File: src/sram_host_pkg.sv
package sram_host_pkg;

    // ------------------------------------------------------------------
    // Geometry
    // ------------------------------------------------------------------
    localparam int ADDR_W     = 18;
    localparam int DATA_W     = 4;
    localparam int WORD_COUNT = 262144;

    // ------------------------------------------------------------------
    // Timing
    // ------------------------------------------------------------------
    localparam int CLK_PERIOD_NS  = 20;
    localparam int READ_ACCESS_NS = 35;  // Slowest grade address/select access
    localparam int WRITE_PULSE_NS = 20;  // Slowest grade strobe width
    localparam int TURN_NS        = 15;  // Slowest grade release to high-Z
    localparam int READ_CYC  = (READ_ACCESS_NS + CLK_PERIOD_NS - 1) / CLK_PERIOD_NS;
    localparam int WRITE_CYC = (WRITE_PULSE_NS + CLK_PERIOD_NS - 1) / CLK_PERIOD_NS;
    localparam int TURN_CYC  = (TURN_NS + CLK_PERIOD_NS - 1) / CLK_PERIOD_NS;
    localparam int CNT_W     = 4;

    // ------------------------------------------------------------------
    // Carriers
    // ------------------------------------------------------------------
    typedef struct packed {
        logic              valid;
        logic              write;
        logic [ADDR_W-1:0] addr;
        logic [DATA_W-1:0] wdata;
    } req_s;

    typedef struct packed {
        logic [ADDR_W-1:0] address_lines;
        logic              chip_sel_n;
        logic              write_strobe_n;
        logic              out_drive_n;
        logic [DATA_W-1:0] data_out;
        logic              data_oe;
    } pins_s;

    typedef enum logic [2:0] {
        ST_IDLE  = 3'b000,
        ST_READ  = 3'b001,
        ST_WRITE = 3'b010,
        ST_TURN  = 3'b011
    } host_state_e;

endpackage : sram_host_pkg

File: src/sram_host.sv
// What this block does
// - A write spans the time chip select and write strobe are both low.
// - The address is valid no later than the last chip select assertion of a read.
// - With select and output drive held low, each address change brings the new word.
// - Data lines are shared; the host releases them whenever the memory may drive.
`timescale 1ns/1ps
module sram_host
    import sram_host_pkg::*;
#(
    parameter int AW = ADDR_W,
    parameter int DW = DATA_W
) (
    // Clock and reset
    input  wire logic          clk_sys,
    input  wire logic          sys_rst,
    // Request side
    input  wire logic          req_valid,
    input  wire logic          req_write,
    input  wire logic [AW-1:0] req_addr,
    input  wire logic [DW-1:0] req_wdata,
    output logic               req_ready,
    output logic               rsp_valid,
    output logic      [DW-1:0] rsp_rdata,
    // Memory pins
    output logic      [AW-1:0] address_lines,
    output logic               chip_sel_n,
    output logic               write_strobe_n,
    output logic               out_drive_n,
    input  wire logic [DW-1:0] data_lines_in,
    output logic      [DW-1:0] data_lines_out,
    output logic               data_lines_oe
);

    // ------------------------------------------------------------------
    // State
    // ------------------------------------------------------------------
    typedef struct packed {
        // Sequencer
        host_state_e       state;
        logic [CNT_W-1:0]  cnt;
        // Request side
        logic              ready;
        logic              rvalid;
        logic [DW-1:0]     rdata;
        // Memory pins
        logic [AW-1:0]     addr;
        logic              cs_n;
        logic              we_n;
        logic              oe_n;
        logic [DW-1:0]     dout;
        logic              doe;
    } host_s;

    host_s         st_reg;
    host_s         st_next;
    logic [DW-1:0] data_sync;
    req_s          req_in;
    pins_s         pins;

    // ------------------------------------------------------------------
    // Phase lengths
    // ------------------------------------------------------------------
    // Read: access time plus the three-stage sync delay
    localparam logic [CNT_W-1:0] READ_WAIT  = CNT_W'(READ_CYC + 3);
    // Write: strobe low time, address and data held throughout
    localparam logic [CNT_W-1:0] WRITE_WAIT = CNT_W'(WRITE_CYC);
    // Turnaround: memory outputs back to high impedance
    localparam logic [CNT_W-1:0] TURN_WAIT  = CNT_W'(TURN_CYC);

    // ------------------------------------------------------------------
    // Helpers
    // ------------------------------------------------------------------
    // Count down, saturating at zero
    function automatic logic [CNT_W-1:0] dec(input logic [CNT_W-1:0] v);
        dec = (v == '0) ? '0 : CNT_W'(v - 1'b1);
    endfunction : dec

    // Phase over once the counter has run out
    function automatic logic phase_done(input logic [CNT_W-1:0] c);
        phase_done = (c == '0);
    endfunction : phase_done

    // All controls high: memory deselected and in standby
    function automatic host_s deselect(input host_s s);
        deselect      = s;
        deselect.cs_n = 1'b1;
        deselect.we_n = 1'b1;
        deselect.oe_n = 1'b1;
    endfunction : deselect

    // ------------------------------------------------------------------
    // Request carrier
    // ------------------------------------------------------------------
    // Request inputs gathered into one word
    assign req_in.valid = req_valid;
    assign req_in.write = req_write;
    assign req_in.addr  = req_addr;
    assign req_in.wdata = req_wdata;

    // ------------------------------------------------------------------
    // Data line input synchroniser
    // ------------------------------------------------------------------
    // Three flops and a holding register; a change counts once the last two flops agree
    sram_sync3 #(
        .WIDTH (DW)
    ) u_sync (
        .clk_sys  (clk_sys),
        .sys_rst  (sys_rst),
        .async_in (data_lines_in),
        .sync_out (data_sync)
    );

    // ------------------------------------------------------------------
    // Sequencer
    // ------------------------------------------------------------------
    // Defaults for each cycle, which the phases below can override: answer pulse cleared, counter runs down
    always_comb begin
        st_next        = st_reg;
        st_next.rvalid = 1'b0;
        st_next.cnt    = dec(st_reg.cnt);
        case (st_reg.state)
            // Idle: deselected, bus released, waiting for a request
            ST_IDLE: begin
                st_next     = deselect(st_next);
                st_next.doe = 1'b0;
                if (req_in.valid && st_reg.ready) begin
                    st_next.ready = 1'b0;
                    st_next.addr  = req_in.addr;
                    st_next.cs_n  = 1'b0;
                    if (req_in.write) begin
                        st_next.we_n  = 1'b0;
                        st_next.dout  = req_in.wdata;
                        st_next.doe   = 1'b1;
                        st_next.cnt   = WRITE_WAIT;
                        st_next.state = ST_WRITE;
                    end else begin
                        st_next.oe_n  = 1'b0;
                        st_next.cnt   = READ_WAIT;
                        st_next.state = ST_READ;
                    end
                end
            end
            // Read: selected with output drive low until the word has settled
            ST_READ: begin
                if (phase_done(st_reg.cnt)) begin
                    st_next        = deselect(st_next);
                    st_next.rdata  = data_sync;
                    st_next.rvalid = 1'b1;
                    st_next.cnt    = TURN_WAIT;
                    st_next.state  = ST_TURN;
                end
            end
            // Write: both strobes low, address and data held
            ST_WRITE: begin
                if (phase_done(st_reg.cnt)) begin
                    st_next       = deselect(st_next);
                    st_next.cnt   = TURN_WAIT;
                    st_next.state = ST_TURN;
                end
            end
            // Turnaround: host releases the lines before the next request
            ST_TURN: begin
                st_next.doe = 1'b0;
                if (phase_done(st_reg.cnt)) begin
                    st_next.ready = 1'b1;
                    st_next.state = ST_IDLE;
                end
            end
            // Unused codes fall back to idle
            default: begin
                st_next.state = ST_IDLE;
            end
        endcase
    end

    // State register
    always_ff @(posedge clk_sys or posedge sys_rst) begin
        if (sys_rst) begin
            st_reg       <= '0;
            st_reg.state <= ST_IDLE;
            st_reg.ready <= 1'b1;
            st_reg.cs_n  <= 1'b1;
            st_reg.we_n  <= 1'b1;
            st_reg.oe_n  <= 1'b1;
        end else begin
            st_reg <= st_next;
        end
    end

    // ------------------------------------------------------------------
    // Pin carrier
    // ------------------------------------------------------------------
    // Memory pin set taken straight from the state register
    assign pins.address_lines  = st_reg.addr;
    assign pins.chip_sel_n     = st_reg.cs_n;
    assign pins.write_strobe_n = st_reg.we_n;
    assign pins.out_drive_n    = st_reg.oe_n;
    assign pins.data_out       = st_reg.dout;
    assign pins.data_oe        = st_reg.doe;

    // ------------------------------------------------------------------
    // Outputs
    // ------------------------------------------------------------------
    // Request side straight from flip-flops
    assign req_ready      = st_reg.ready;
    assign rsp_valid      = st_reg.rvalid;
    assign rsp_rdata      = st_reg.rdata;

    // Memory pins from the carrier, no logic in between
    assign address_lines  = pins.address_lines;
    assign chip_sel_n     = pins.chip_sel_n;
    assign write_strobe_n = pins.write_strobe_n;
    assign out_drive_n    = pins.out_drive_n;
    assign data_lines_out = pins.data_out;
    assign data_lines_oe  = pins.data_oe;

endmodule : sram_host

File: src/sram_sync3.sv
`timescale 1ns/1ps
module sram_sync3
    import sram_host_pkg::*;
#(
    parameter int WIDTH = DATA_W
) (
    input  wire logic             clk_sys,
    input  wire logic             sys_rst,
    input  wire logic [WIDTH-1:0] async_in,
    output logic      [WIDTH-1:0] sync_out
);

    typedef struct packed {
        logic [WIDTH-1:0] s1;
        logic [WIDTH-1:0] s2;
        logic [WIDTH-1:0] s3;
        logic [WIDTH-1:0] held;
    } sync_s;

    sync_s st_reg;
    sync_s st_next;

    // Shift chain; a value counts once stages two and three agree
    always_comb begin
        st_next    = st_reg;
        st_next.s1 = async_in;
        st_next.s2 = st_reg.s1;
        st_next.s3 = st_reg.s2;
        if (st_reg.s2 == st_reg.s3) begin
            st_next.held = st_reg.s3;
        end
    end

    // State register
    always_ff @(posedge clk_sys or posedge sys_rst) begin
        if (sys_rst) begin
            st_reg <= '0;
        end else begin
            st_reg <= st_next;
        end
    end

    assign sync_out = st_reg.held;

endmodule : sram_sync3

File: config.mk
export PLATFORM = sky130hd
export DESIGN_NAME = sram_host
export DESIGN_NICKNAME = d
export VERILOG_FILES = /design/src/sram_host_pkg.sv /design/src/sram_host.sv /design/src/sram_sync3.sv
export SDC_FILE = /design/constraint.sdc
export NUM_CORES = 1
export LEC_CHECK = 0
export BUFFER_PORTS_ARGS = -buffer_cell sky130_fd_sc_hd__buf_2
export CORE_UTILIZATION = 53
export DETAILED_ROUTE_END_ITERATION = 10
export GPL_TIMING_DRIVEN = 0
export PLACE_DENSITY = 0.87
export SLEW_MARGIN = 20
export SYNTH_ARGS = -nofsm -noshare
export SYNTH_HDL_FRONTEND = slang
export SYNTH_SLANG_ARGS = --single-unit
export TNS_END_PERCENT = 100
File: constraint.sdc
create_clock -name clk_sys -period 2.3 [get_ports clk_sys]
set_clock_uncertainty 0.1 [all_clocks]
set_input_delay 0.46 -clock clk_sys [delete_from_list [all_inputs] [get_ports clk_sys]]
set_output_delay 0.46 -clock clk_sys [all_outputs]
set_load 0.01 [all_outputs]
==> PnR_summary.wiki <==
{| class="wikitable"
! Metric !! Value
|-
| Overall track demand over capacity in global routing || between 20% and 30%
|-
| Standard cell core area || between 4000 and 5000 um2
|-
| Final worst path period share || between 90% and 100%
|-
| Count of instances resized after the clock tree is built || 0
|-
| First-pass GRT wire length || between 7000 and 8000 um
|-
| Worst Setup Path Type || flop to flop
|-
| Number of placed cells counting well taps || roughly 350
|-
| Data arrival time of the worst path || ~2200 ps
|-
| Portion of total power attributed to the clock network || 14.5%
|-
| Number of DRC violations after detailed routing || 2
|-
| Area grow syn2layout || 19.0%
|-
| Root Driver || sky130_fd_sc_hd__clkbuf_8
|-
| Hold Vio Cnt, Final || 0
|-
| Largest buffer count on any clock path || 2
|-
| CP Max Fanout || 10
|-
| Net count after synthesis || roughly 270
|-
| Die span in x || ~70 um
|-
| Cts-stage hold buffer count || 0
|-
| Number of inserted filler cells in the final layout || 360
|-
| Power per standard cell area || 1200 nW/um2
|-
| Endpoint of the worst setup timing path || address_lines[0]
|-
| Total congestion overflow after global routing || 0
|-
| Post-layout minimum cycle time || between 2000 and 2500 ps
|-
| Synthesis Warnings || 0
|-
| Max-slew violations || 0
|-
| Internal Power || between 2 and 2.5 mW
|-
| Max-slew headroom at the worst pin || a little over half
|-
| Net switching power of the design || roughly 1.2 mW
|-
| Netlist area before placement || 2500 um2
|-
| Crit path required time || between 2000 and 2500 ps
|-
| Number of diodes added for antenna fixing || 0
|-
| Vias in the first global route || between 1,500 and 2,000
|-
| Synthesized area divided by synthesized cell count || approximately 11 um2
|-
| Worst reg2reg path endpoint || address_lines[0]
|-
| Post-DR wirelength/cell || 13.7 um
|-
| Primary flip-flop cell chosen by synthesis mapping || sky130_fd_sc_hd__dfrtp_1
|-
| Worst r2r path cells || 7
|-
| Register share of total power || 41.1%
|-
| Cell Count, Final, Fillers Out || about 350
|-
| Routed Wire Length || between 4000 and 5000 um
|-
| Initial Util || a little under three fifths
|-
| Result of the run || finished with violations
|-
| Share of power burned in combinational logic || between 40% and 50%
|-
| Ports placed on the boundary || just over 60
|-
| Fraction of layout cells with a size suffix above 1 || ~39%
|-
| Worst slack after detailed placement || between 150 and 200 ps
|-
| # setup viols final || 0
|-
| Routability cong. || roughly 0.80
|-
| R2r startpoint || st_reg[36]
|-
| Max_cap viols || 0
|-
| Worst ir drop on vdd || around 0.6 mV
|-
| Final setup margin || ~160 ps
|-
| Number of flops mapped to enable cells by yosys || 0
|-
| Number of buffers inserted by port buffering || 61
|-
| Clock network latency to the later pin of the worst-skew pair || ~310 ps
|-
| Count of nets after finishing || about 340
|-
| Post-synthesis sequential area ratio || ~54%
|-
| Violation count after the first detailed-routing iteration || 72
|-
| Leakage power || around 1.5 nW
|-
| CTS tree || done
|-
| Synth unique cells || between 40 and 50
|-
| H-tree levels || 2
|-
| Synthesized instance count || about 230
|-
| Number of routed nets with antenna violations || 0
|-
| Asr flop ratio synth || 100%
|-
| Slack of the worst reg-to-reg path || 160 ps
|-
| Placement row count || 24
|-
| Vias || between 1,500 and 2,000
|-
| Iteration count of the initial detailed-routing pass || 7
|-
| Nature of the critical path endpoint || flop
|-
| Clock input transition at the sequential cells of the worst setup and hold paths || roughly 100 ps
|-
| Post-CTS Setup Bufs || 0
|-
| Detailed-placement wirelength estimate || approximately 3600 um
|-
| Pin count of the biggest net entering global routing || 37
|-
| Highest achievable clock rate || 468 MHz
|-
| Flip-flop and latch count after synthesis || 54
|-
| Initial antenna violation count || 0
|-
| Launch point of the worst path || st_reg[36]
|-
| Number of clock buffers inserted by TritonCTS || 5
|-
| Violations in the final reports || design-rule violations
|-
| Worst setup SP type || flop
|-
| Largest register FFs || 18
|-
| Number of sinks driven by the clock tree || 54
|-
| Worst hold path type || input port to asynchronous set/reset pin
|-
| Switching part of the total || a little over a third
|-
| Die Y || 70.6 um
|-
| Vias per inst || approximately 5.0
|-
| Setup repair after global routing missed its margin || false
|-
| Worst slew pin tran || roughly 680 ps
|-
| Die Area || 4990 um2
|}
## area by class of cell
cell class / instances / area, um2 / area share [%]
Inverter: 9 / 33.8 / 1.14
Timing Repair Buffer: 62 / 325 / 10.9
Clock inverter: 2 / 15.0 / 0.505
Sequential cell: 54 / 1360 / 45.6
Buffer: 34 / 230 / 7.75
Tap cell: 52 / 65.1 / 2.19
Clock buffer: 5 / 68.8 / 2.32
Multi-Input combinational cell: 134 / 877 / 29.5
## synth_stat cells (2+ instances only)
master	number	area share (%)
sky130_fd_sc_hd__xnor2_1	4	1.4
sky130_fd_sc_hd__o21ai_0	2	0.40
sky130_fd_sc_hd__buf_4	26	7.8
sky130_fd_sc_hd__o32a_1	2	0.80
sky130_fd_sc_hd__nor2b_1	6	1.5
sky130_fd_sc_hd__mux2_2	4	1.8
sky130_fd_sc_hd__o21ai_1	21	4.2
sky130_fd_sc_hd__o211ai_1	2	0.60
sky130_fd_sc_hd__buf_2	4	0.80
sky130_fd_sc_hd__nand2_1	43	6.5
sky130_fd_sc_hd__mux2_4	4	2.4
sky130_fd_sc_hd__dfrtp_1	50	50
sky130_fd_sc_hd__o31ai_1	2	0.60
sky130_fd_sc_hd__a21oi_1	3	0.60
sky130_fd_sc_hd__nand3_1	3	0.60
sky130_fd_sc_hd__nor3_1	3	0.60
sky130_fd_sc_hd__mux2i_1	6	2.4
sky130_fd_sc_hd__dfstp_2	4	4.2
sky130_fd_sc_hd__inv_1	9	1.4
sky130_fd_sc_hd__clkbuf_1	4	0.60
sky130_fd_sc_hd__a21o_1	2	0.60
sky130_fd_sc_hd__nor2_1	2	0.30
sky130_fd_sc_hd__ha_1	6	3.0
## kinds of logic (layout without fill, tap and decap cells)
logic type      after synthesis  after routing  share of synthesized area, %
mux                          14             14                          6.61
simple gates                 69             69                          14.0
compound gates               41             41                          10.1
xor+xnor                      4              4                          1.40
fa+ha+maj                     6              6                          3.01
buf+inv                      43            112                          10.6
flops                        54             54                          54.3
## worst max-delay path, stage by stage (launching register included)
cell and delay, ps:
sky130_fd_sc_hd__dfrtp_1 420, sky130_fd_sc_hd__inv_1 120, sky130_fd_sc_hd__ha_1 210, sky130_fd_sc_hd__buf_2 160
sky130_fd_sc_hd__nand4b_1 440, sky130_fd_sc_hd__clkbuf_1 350, sky130_fd_sc_hd__nand2_1 140, sky130_fd_sc_hd__o21ai_1 70
## how the worst min path moves through the flow
stage	start	endpoint	slack, ps	cells after the start
4_1_cts	sys_rst	address_lines[6]	50	2
5_1_grt	sys_rst	address_lines[6]	50	2
3_5_place_dp	u_sync.st_next[11]	u_sync.st_next[7]	240	0
6_report	sys_rst	address_lines[1]	30	2
2_1_floorplan	u_sync.st_next[8]	u_sync.st_next[4]	230	0
3_3_place_gp	u_sync.st_next[10]	u_sync.st_next[6]	230	0
## routing by layer
| metal | GRT usage (%) | up-vias | share of wire (%) |
|---|---|---|---|
| met5 | 0 | - | 0 |
| met4 | 10.9 | 0 | 2.7 |
| met3 | 4.42 | 13 | 3.3 |
| met2 | 33.9 | 43 | 51 |
| met1 | 26.1 | 835 | 43 |
| li1 | - | 882 | - |
## cell usage in the layout, fill, tap and decap left out, types with 5 or more instances in the layout
master,Yosys,final
sky130_fd_sc_hd__buf_2,4,65
sky130_fd_sc_hd__dfrtp_1,50,50
sky130_fd_sc_hd__nand2_1,43,43
sky130_fd_sc_hd__buf_4,26,26
sky130_fd_sc_hd__o21ai_1,21,21
sky130_fd_sc_hd__inv_1,9,8
sky130_fd_sc_hd__nor2b_1,6,6
sky130_fd_sc_hd__mux2i_1,6,6
sky130_fd_sc_hd__ha_1,6,6
sky130_fd_sc_hd__clkbuf_8,0,5
## through the flow
step	TNS [ps]	total power, mW	util (%)	hold slack (ps)	area [um2]
3_3_place_gp	-9180	2.99	64.5	231	2870
5_1_grt	0	3.81	66.9	52.5	2970
4_1_cts	0	3.59	66.9	46.2	2970
6_report	0	3.55	66.9	28.7	2970
3_5_place_dp	0	3.07	65.0	237	2890
2_1_floorplan	0	2.60	-	231	2500
## power by group through the flow
| stage | sequential (mW) | combinational (mW) | clock [mW] |
|---|---|---|---|
| after floorplan | 1.45 | 1.15 | 0 |
| after global placement | 1.46 | 1.53 | 0 |
| after detailed placement | 1.48 | 1.59 | 0 |
| after CTS | 1.46 | 1.59 | 0.530 |
| after global routing | 1.50 | 1.74 | 0.566 |
| final | 1.46 | 1.58 | 0.514 |
No activity file was read; power rests on OpenSTA's default activity.
